==> src/design/msp_pkg.sv <==
// Package for the mode strap and management port block.
// Assumes a single core clock domain; bus pins arrive asynchronously.
package msp_pkg;
  // Target address on the management bus
  localparam logic [6:0] MSP_TARGET_ADDR = 7'h58;
  // Register offsets
  localparam logic [7:0] MSP_REG_CTRL = 8'h21;
  localparam logic [7:0] MSP_REG_UNLOCK = 8'h22;
  localparam logic [7:0] MSP_REG_IDLE_CHAR = 8'h23;
  localparam logic [7:0] MSP_REG_STATUS = 8'h24;
  // Field positions in control and unlock registers
  localparam int MSP_BIT_DESCR = 5;
  localparam int MSP_BIT_NRZI = 4;
  // Default idle character, K28.5 code groups for negative and positive running disparity
  localparam logic [9:0] MSP_K285_RDN = 10'h0FA;
  localparam logic [9:0] MSP_K285_RDP = 10'h305;
  // Reset values
  localparam logic [7:0] MSP_IDLE_RST = 8'hBC;
  // Bit counter width and byte length
  localparam logic [3:0] MSP_BITS_BYTE = 4'h8;
  // Protocol state type, one-hot
  typedef enum logic [5:0] {
    MSP_IDLE = 6'h01,
    MSP_ADDR = 6'h02,
    MSP_ACK = 6'h04,
    MSP_WDATA = 6'h08,
    MSP_RDATA = 6'h10,
    MSP_RACK = 6'h20
  } msp_state_type;
endpackage : msp_pkg

==> src/design/msp_core.sv <==
// Contract
// - straps decode into four link mode sets
// - register writes override descrambler and NRZI defaults
// - DC-balance uses four lanes, fifth is valid
// - sync character drives data low, valid high
// - code error drives data high, valid high
// - no-sense no-balance mode keeps no alignment
// - respond only while select input high
// - management port stays active in standby
// - target address is 1011000, byte B0
// - write: address, register, data, all acknowledged
// - read: register, repeated start, read data
// - acknowledge bytes by driving acknowledge low
// - start and stop are SDA edges, SCK high
// - descrambler override needs unlock bit first
// - idle is K28.5 plus one programmable character
//
// Mode strap decode, DC-balance output coding and management bus target.
// Assumes decoded lane symbols arrive on the core clock; bus pins are asynchronous.
`timescale 1ns/1ps
module msp_core (
  input wire logic I_CORE_CLK,
  input wire logic I_RST_N,
  input wire logic I_REMOTE_SENSE_DISABLE_N,
  input wire logic I_DC_BALANCE_DISABLE_N,
  input wire logic I_MGMT_PORT_SELECT,
  input wire logic I_STANDBY,
  input wire logic I_SCK,
  input wire logic I_SDA,
  input wire logic [4:0] I_RAW_LANES,
  input wire logic [7:0] I_DEC_BYTE,
  input wire logic I_DEC_IS_K,
  input wire logic I_DEC_ERR,
  input wire logic I_DEC_STB,
  output logic O_SDA_OUT,
  output logic O_SDA_OE,
  output logic [4:0] O_LANES,
  output logic O_REMOTE_SENSE_EN,
  output logic O_DC_BALANCE_EN,
  output logic O_ALIGN_EN,
  output logic O_DESCR_EN,
  output logic O_NRZI_EN
);
  ////////////////////////////////////////////////////////////////////////////
  // Pin synchronisers
  logic sck_s; // Synchronised bus clock
  logic sda_s; // Synchronised bus data
  logic sel_s; // Synchronised select
  msp_sync u_sck (.i_clk(I_CORE_CLK), .i_rst_n(I_RST_N), .i_async(I_SCK), .o_sync(sck_s));
  msp_sync u_sda (.i_clk(I_CORE_CLK), .i_rst_n(I_RST_N), .i_async(I_SDA), .o_sync(sda_s));
  msp_sync u_sel (.i_clk(I_CORE_CLK), .i_rst_n(I_RST_N), .i_async(I_MGMT_PORT_SELECT), .o_sync(sel_s));
  logic sense_dis_s; // Synchronised remote sense strap
  logic bal_dis_s; // Synchronised DC-balance strap
  // Strap stages skip reset so the levels settle while reset is held
  msp_sync u_strap_sense (.i_clk(I_CORE_CLK), .i_rst_n(1'b1), .i_async(I_REMOTE_SENSE_DISABLE_N),
    .o_sync(sense_dis_s));
  msp_sync u_strap_bal (.i_clk(I_CORE_CLK), .i_rst_n(1'b1), .i_async(I_DC_BALANCE_DISABLE_N),
    .o_sync(bal_dis_s));

  ////////////////////////////////////////////////////////////////////////////
  // Strap capture and mode decode
  logic strap_done_q; // Straps caught once after reset
  logic sense_dis_q; // Remote sense disable strap
  logic dc_dis_q; // DC-balance disable strap
  // Straps caught on the first edge after release, never under reset
  always_ff @(posedge I_CORE_CLK) begin
    if (!I_RST_N) begin
      strap_done_q <= 1'b0;
      sense_dis_q <= 1'b1;
      dc_dis_q <= 1'b1;
    end else if (!strap_done_q) begin
      strap_done_q <= 1'b1;
      sense_dis_q <= sense_dis_s;
      dc_dis_q <= bal_dis_s;
    end
  end

  logic decoders_dflt; // Descrambler and NRZI default
  assign decoders_dflt = sense_dis_q ^ dc_dis_q;

  // Override registers: held until reset
  logic [7:0] unlock_q; // Unlock bits per decoder
  logic [7:0] ctrl_q; // Written enables
  logic [7:0] idle_q; // Programmable idle character
  logic descr_ovr_q; // Descrambler override valid
  logic nrzi_ovr_q; // NRZI override valid

  // Mode outputs registered
  always_ff @(posedge I_CORE_CLK) begin
    if (!I_RST_N) begin
      O_REMOTE_SENSE_EN <= 1'b0;
      O_DC_BALANCE_EN <= 1'b0;
      O_ALIGN_EN <= 1'b0;
      O_DESCR_EN <= 1'b0;
      O_NRZI_EN <= 1'b0;
    end else begin
      O_REMOTE_SENSE_EN <= !sense_dis_q;
      O_DC_BALANCE_EN <= !dc_dis_q;
      O_ALIGN_EN <= !(sense_dis_q && dc_dis_q);
      O_DESCR_EN <= descr_ovr_q ? ctrl_q[pkg_descr()] : decoders_dflt;
      O_NRZI_EN <= nrzi_ovr_q ? ctrl_q[pkg_nrzi()] : decoders_dflt;
    end
  end

  function automatic int pkg_descr();
    return msp_pkg::MSP_BIT_DESCR;
  endfunction : pkg_descr
  function automatic int pkg_nrzi();
    return msp_pkg::MSP_BIT_NRZI;
  endfunction : pkg_nrzi

  ////////////////////////////////////////////////////////////////////////////
  // Lane output coding
  // In DC-balance mode the fifth lane is data valid
  always_ff @(posedge I_CORE_CLK) begin
    if (!I_RST_N) begin
      O_LANES <= 5'h00;
    end else if (dc_dis_q) begin
      O_LANES <= I_RAW_LANES; // Plain five-lane output
    end else if (I_DEC_STB) begin
      if (I_DEC_ERR) begin
        O_LANES <= 5'h1F;
      end else if (I_DEC_IS_K && (I_DEC_BYTE == msp_pkg::MSP_IDLE_RST || I_DEC_BYTE == idle_q)) begin
        O_LANES <= 5'h10;
      end else begin
        O_LANES <= {1'b0, I_DEC_BYTE[3:0]};
      end
    end
  end

  ////////////////////////////////////////////////////////////////////////////
  // Bus condition detection
  logic sck_d1_q; // Previous bus clock
  logic sda_d1_q; // Previous bus data
  always_ff @(posedge I_CORE_CLK) begin
    if (!I_RST_N) begin
      sck_d1_q <= 1'b1;
      sda_d1_q <= 1'b1;
    end else begin
      sck_d1_q <= sck_s;
      sda_d1_q <= sda_s;
    end
  end
  logic sck_rise; // Sample point
  logic sck_fall; // Drive point
  logic start_cond; // SDA falls while SCK high
  logic stop_cond; // SDA rises while SCK high
  assign sck_rise = sck_s && !sck_d1_q;
  assign sck_fall = !sck_s && sck_d1_q;
  assign start_cond = sck_s && sck_d1_q && sda_d1_q && !sda_s;
  assign stop_cond = sck_s && sck_d1_q && !sda_d1_q && sda_s;

  ////////////////////////////////////////////////////////////////////////////
  // Target protocol engine; standby does not gate it
  msp_pkg::msp_state_type state_q;
  logic [3:0] bit_cnt_q; // Bits taken in current byte
  logic [7:0] shift_q; // Byte shifter
  logic [7:0] reg_addr_q; // Register pointer
  logic [1:0] byte_idx_q; // 0 address, 1 pointer, 2 data
  logic is_read_q; // Current phase is a read
  logic ack_pend_q; // Unused; cleared at reset and never set or read

  // Register read mux
  logic [7:0] rd_data; // Contents at pointer
  always_comb begin
    rd_data = 8'h00;
    if (reg_addr_q == msp_pkg::MSP_REG_CTRL) begin
      rd_data = ctrl_q;
    end else if (reg_addr_q == msp_pkg::MSP_REG_UNLOCK) begin
      rd_data = unlock_q;
    end else if (reg_addr_q == msp_pkg::MSP_REG_IDLE_CHAR) begin
      rd_data = idle_q;
    end else if (reg_addr_q == msp_pkg::MSP_REG_STATUS) begin
      rd_data = {3'h0, O_NRZI_EN, O_DESCR_EN, I_STANDBY, O_DC_BALANCE_EN, O_REMOTE_SENSE_EN};
    end
  end

  // Protocol state; deselect aborts and releases the line
  always_ff @(posedge I_CORE_CLK) begin
    if (!I_RST_N) begin
      state_q <= msp_pkg::MSP_IDLE;
      bit_cnt_q <= 4'h0;
      shift_q <= 8'h00;
      reg_addr_q <= 8'h00;
      byte_idx_q <= 2'h0;
      is_read_q <= 1'b0;
      ack_pend_q <= 1'b0;
      O_SDA_OUT <= 1'b1;
      O_SDA_OE <= 1'b0;
      unlock_q <= 8'h00;
      ctrl_q <= 8'h00;
      idle_q <= msp_pkg::MSP_IDLE_RST;
      descr_ovr_q <= 1'b0;
      nrzi_ovr_q <= 1'b0;
    end else if (!sel_s || stop_cond) begin
      state_q <= msp_pkg::MSP_IDLE;
      O_SDA_OE <= 1'b0;
      O_SDA_OUT <= 1'b1;
    end else if (start_cond) begin
      state_q <= msp_pkg::MSP_ADDR; // Also repeated start
      bit_cnt_q <= 4'h0;
      byte_idx_q <= 2'h0;
      O_SDA_OE <= 1'b0;
    end else begin
      case (state_q)
        msp_pkg::MSP_ADDR, msp_pkg::MSP_WDATA: begin
          if (sck_rise) begin
            shift_q <= {shift_q[6:0], sda_s};
            bit_cnt_q <= bit_cnt_q + 4'h1;
          end else if (sck_fall && bit_cnt_q == msp_pkg::MSP_BITS_BYTE) begin
            bit_cnt_q <= 4'h0;
            if (byte_idx_q == 2'h0) begin
              if (shift_q[7:1] == msp_pkg::MSP_TARGET_ADDR) begin
                is_read_q <= shift_q[0];
                O_SDA_OE <= 1'b1;
                O_SDA_OUT <= 1'b0;
                state_q <= msp_pkg::MSP_ACK;
              end else begin
                state_q <= msp_pkg::MSP_IDLE;
              end
            end else begin
              if (byte_idx_q == 2'h1) begin
                reg_addr_q <= shift_q;
              end else if (reg_addr_q == msp_pkg::MSP_REG_CTRL) begin
                ctrl_q <= shift_q;
                descr_ovr_q <= descr_ovr_q | unlock_q[msp_pkg::MSP_BIT_DESCR];
                nrzi_ovr_q <= nrzi_ovr_q | unlock_q[msp_pkg::MSP_BIT_NRZI];
              end else if (reg_addr_q == msp_pkg::MSP_REG_UNLOCK) begin
                unlock_q <= shift_q;
              end else if (reg_addr_q == msp_pkg::MSP_REG_IDLE_CHAR) begin
                idle_q <= shift_q;
              end
              O_SDA_OE <= 1'b1;
              O_SDA_OUT <= 1'b0;
              state_q <= msp_pkg::MSP_ACK;
            end
          end
        end
        msp_pkg::MSP_ACK: begin
          // Release after the acknowledge clock; on a read, drive the first data bit instead
          if (sck_fall) begin
            if (byte_idx_q == 2'h0 && is_read_q) begin
              O_SDA_OE <= !rd_data[7];
              O_SDA_OUT <= 1'b0;
              shift_q <= {rd_data[6:0], 1'b0};
              bit_cnt_q <= 4'h1;
              state_q <= msp_pkg::MSP_RDATA;
            end else begin
              O_SDA_OE <= 1'b0;
              O_SDA_OUT <= 1'b1;
              byte_idx_q <= (byte_idx_q == 2'h2) ? 2'h2 : byte_idx_q + 2'h1;
              state_q <= msp_pkg::MSP_WDATA;
            end
          end
        end
        msp_pkg::MSP_RDATA: begin
          // Open-drain: enable only for a zero
          if (sck_fall) begin
            if (bit_cnt_q == msp_pkg::MSP_BITS_BYTE) begin
              O_SDA_OE <= 1'b0;
              state_q <= msp_pkg::MSP_RACK;
            end else begin
              O_SDA_OE <= !shift_q[7];
              shift_q <= {shift_q[6:0], 1'b0};
              bit_cnt_q <= bit_cnt_q + 4'h1;
            end
          end
        end
        msp_pkg::MSP_RACK: begin
          if (sck_rise) begin
            state_q <= msp_pkg::MSP_IDLE;
          end
        end
        default: begin
          state_q <= msp_pkg::MSP_IDLE;
        end
      endcase
    end
  end
endmodule : msp_core

==> src/design/msp_sync.sv <==
// Two-stage synchroniser for one level from outside the core clock.
// Assumes the input may change at any time relative to the clock.
`timescale 1ns/1ps
module msp_sync (
  input wire logic i_clk,
  input wire logic i_rst_n,
  input wire logic i_async,
  output logic o_sync
);
  logic meta_q; // First stage, read only by second stage
  // Two flip-flops; idle bus level is high
  always_ff @(posedge i_clk) begin
    if (!i_rst_n) begin
      meta_q <= 1'b1;
      o_sync <= 1'b1;
    end else begin
      meta_q <= i_async;
      o_sync <= meta_q;
    end
  end
endmodule : msp_sync

==> config.mk <==
export PLATFORM = sky130hd
export DESIGN_NAME = msp_core
export DESIGN_NICKNAME = d
export VERILOG_FILES = /design/src/design/msp_pkg.sv /design/src/design/msp_core.sv /design/src/design/msp_sync.sv
export SDC_FILE = /design/constraint.sdc
export NUM_CORES = 1
export LEC_CHECK = 0
export BUFFER_PORTS_ARGS = -buffer_cell sky130_fd_sc_hd__buf_4
export CAP_MARGIN = 20
export CORE_ASPECT_RATIO = 1.1
export CORE_MARGIN = 2
export CORE_UTILIZATION = 56
export DETAILED_ROUTE_END_ITERATION = 6
export HOLD_SLACK_MARGIN = 0.12
export PLACE_DENSITY = 0.79
export SLEW_MARGIN = 20
export SYNTH_ARGS = -nofsm -noshare
export SYNTH_HDL_FRONTEND = slang
export SYNTH_SLANG_ARGS = --single-unit
==> constraint.sdc <==
create_clock -name I_CORE_CLK -period 3.9 [get_ports I_CORE_CLK]
set_clock_uncertainty 0.05 [all_clocks]
set_input_delay 0 -clock I_CORE_CLK [delete_from_list [all_inputs] [get_ports I_CORE_CLK]]
set_output_delay 0 -clock I_CORE_CLK [all_outputs]
set_load 0.01 [all_outputs]
==> results.cfg <==
[synth]
ys_ff_latch = 82
syn_nets = 482
synth_xor_area_frac = 0.0269
synth_fa_ha_area_frac = 0.0160
synthMuxAreaShare = 0.0859
synth_top_family_by_area = simple AND/OR/NAND/NOR gates
yosys.area_share.simple = 0.246
synthArstFlopShare = 0
synth-compound-area-share = 0.170
synth.yosys.warnings = 0
avgSynthCellArea_um2 = 8.62
ys.flop_type = dfxtp_1
synth_edf_count = 0
syn_area_um2 = 3900
syn_inst = 453
synth_seq_area_share = 0.420
synth_cell_type_count = 59

[sta]
relSlewSlack = 0.290
maxSlewViolCount = 0
rsz0062_at_grt = no
max_freq_mhz = 342
finalHoldViolations = 0
post-route-period-util = 0.749
setup_viol = 0
timing.hold.ws_ns = 0.232
period_needed_ns = 2.92
fin_setup_tns_ns = 0
layout_setup_ws_ns = 0.978
tightest_slew_ns = 1.06

[cells_and_area]
utilization = 0.693
layout_commonest_cell = dfxtp_1
synthToLayoutAreaGrowth_pct = 18.4
num-nets-final = 530
final_cell_mix = dfxtp_1 (82), nand2_1 (56), nor2_1 (36), buf_4 (36), mux2i_1 (29)
num_antenna_cells = 0
finalInstanceArea_um2 = 4620
drive_above_1_share = 0.131
stdcell_count = 587

[place]
portBuffers = 35
detailed_place_hpwl_um = 7140
place_area_um2 = 4180
pre_cts_slack_ns = 1.00
place_congestion = 0.963
place_inst = 547

[floorplan]
dieArea_um2 = 7660
die_y_um = 91.6
rows = 31
die_w_um = 83.6
core-area_um2 = 6670
io_pins = 36
start_util = 0.585

[route]
drc = 0
wl_met1_um = 4010
highest_layer = met4
routedWlPerCell_um = 17.3
drtIter0Drc = 328
vias = 3593
route.met3.wl_um = 652
met2_length_um = 5120
wl_um = 10200
first_pass_iters = 5
routed_via_density = 6.12
ant_nets = 0

[clock_network]
cts_tree = built
clk_pin_slew_ns = 0.09
cts_max_level = 3
cts_sinks = 82
cts_buffers = 9
clock_latency_ns = 0.36
cts_resized = 0
ctsHoldBuffers = 25
postCtsSetupRepairBufs = 0
root_buffer = clkbuf_8
clockBufferDepth = 2

[grt]
grt_pass1_vias = 3565
grt_max_degree = 53
grt_pass1_wl_um = 16900
grt.overflow.total = 0
antenna_found_initial = 0
grt_use_total = 0.277

[worst_setup_path]
critPathArrivalTime_ns = 3.16
end_kind = flip-flop
cp_max_fo = 10
cp-start-kind = flip-flop
crit_chain = or4b_4, or3_1, or3b_1, nor3b_2, mux2i_1
reg2reg_to = ctrl_q[2]$_SDFFE_PN0P_
r2r_start = reg_addr_q[3]$_SDFFE_PN0P_
critPathMaxStageDelay_ns = 0.75
crit_type = flip-flop to flip-flop
reg2reg_depth = 5
slowest_stage = nor3b_2
worstPathRequired_ns = 4.13
r2r_slack_ns = 0.98

[run]
max-cap-violations = 0

[run_status]
outcome = finished clean

[worst_hold_path]
hold_start = I_REMOTE_SENSE_DISABLE_N
min_path_type = primary input to flip-flop
min_delay_worst_endpoint = u_strap_sense.meta_q$_DFF_P_
hold_depth = 2

[power]
leakagePower_nw = 1.77
power_mw = 1.58
p_per_area_nw_per_um2 = 343
irDropWorstVdd_uv = 212
[layout make-up]
cell class                 instances  area, um2
fill                             569       2050
inverter                           9       33.8
clock buffer                       9        124
sequential                        82       1640
timing repair buffer              61        520
tap                               82        103
clock inverter                     6       66.3
multi-input combinational        338       2130
[synth_stat cells (all sizes together), types with 2 or more instances]
cell type / n / share of area
o31ai: 5 / 0.0096
o211ai: 7 / 0.013
and2: 7 / 0.011
inv: 8 / 0.0077
nand2b: 14 / 0.022
a32oi: 5 / 0.011
a21oi: 26 / 0.033
a211oi: 7 / 0.013
a22o: 2 / 0.0045
nor3b: 4 / 0.0090
nor4: 11 / 0.021
ha: 5 / 0.016
a22oi: 6 / 0.012
nand3: 14 / 0.018
or4: 2 / 0.0038
nor3: 9 / 0.012
o221ai: 2 / 0.0045
clkbuf: 19 / 0.018
xnor2: 3 / 0.0067
nor2: 36 / 0.035
or2: 3 / 0.0048
o22ai: 2 / 0.0032
and3: 5 / 0.0080
nand4b: 3 / 0.0067
o21ai: 23 / 0.029
mux2: 4 / 0.012
dfxtp: 82 / 0.42
o21a: 2 / 0.0038
a31o: 3 / 0.0067
or3: 4 / 0.0064
nand3b: 2 / 0.0038
xor2: 9 / 0.020
nor2b: 5 / 0.0080
mux2i: 29 / 0.074
nand4: 8 / 0.013
buf: 5 / 0.0077
nand2: 56 / 0.054
[how the worst max path moves through the flow]
| stage | slack (ns) | depth (start not counted) | startpoint | to |
|---|---|---|---|---|
| after floorplan | 1.53 | 8 | reg_addr_q[3]$_SDFFE_PN0P_ | ctrl_q[1]$_SDFFE_PN0P_ |
| after CTS | 0.98 | 5 | reg_addr_q[3]$_SDFFE_PN0P_ | ctrl_q[7]$_SDFFE_PN0P_ |
| final | 0.98 | 5 | reg_addr_q[3]$_SDFFE_PN0P_ | ctrl_q[2]$_SDFFE_PN0P_ |
| after global placement | 1.11 | 5 | reg_addr_q[3]$_SDFFE_PN0P_ | ctrl_q[5]$_SDFFE_PN0P_ |
| after detailed placement | 1.00 | 5 | reg_addr_q[3]$_SDFFE_PN0P_ | ctrl_q[2]$_SDFFE_PN0P_ |
| after global routing | 0.82 | 5 | state_q[3]$_SDFFE_PP0P_ | shift_q[6]$_SDFFE_PN0P_ |
[power by group]
| group | internal [mW] | total [mW] | switching, mW | leakage, nW |
|---|---|---|---|---|
| Clock | 0.294 | 0.606 | 0.311 | 0.0994 |
| Combinational | 0.0607 | 0.115 | 0.0544 | 1.01 |
| Sequential | 0.852 | 0.863 | 0.0115 | 0.667 |
[worst max-delay path: cells and delay by family, from the launching register on]
| kind | cells | cell delay, ns |
|---|---|---|
| muxes | 1 | 0.27 |
| DFF | 1 | 0.32 |
| and+or+nand+nor | 4 | 2.21 |
[sequential cells by signal, indices dropped and copies added, names as in the netlist, 2 cells and up]
register and cells:
shift_q 8, byte_idx_q 2, bit_cnt_q 4, reg_addr_q 8, O_LANES 5, unlock_q 8
ctrl_q 8, idle_q 8, state_q 6
[layer usage]
layer,vias up,global-route usage
li1,1739,-
met1,1661,0.321
met2,156,0.486
met3,37,0.0564
met4,0,0.132
met5,-,0
[logic make-up (layout without fill, tap and decap cells)]
group | Yosys count | in the layout
XOR/XNOR | 12 | 12
multiplexers | 33 | 33
flip-flops | 82 | 82
AO/OA/AOI/OAI | 101 | 101
adder cells (fa/ha/maj) | 5 | 5
AND/OR/NAND/NOR | 187 | 187
buffers and inverters | 33 | 85
Power figures use the tool's default switching activity.
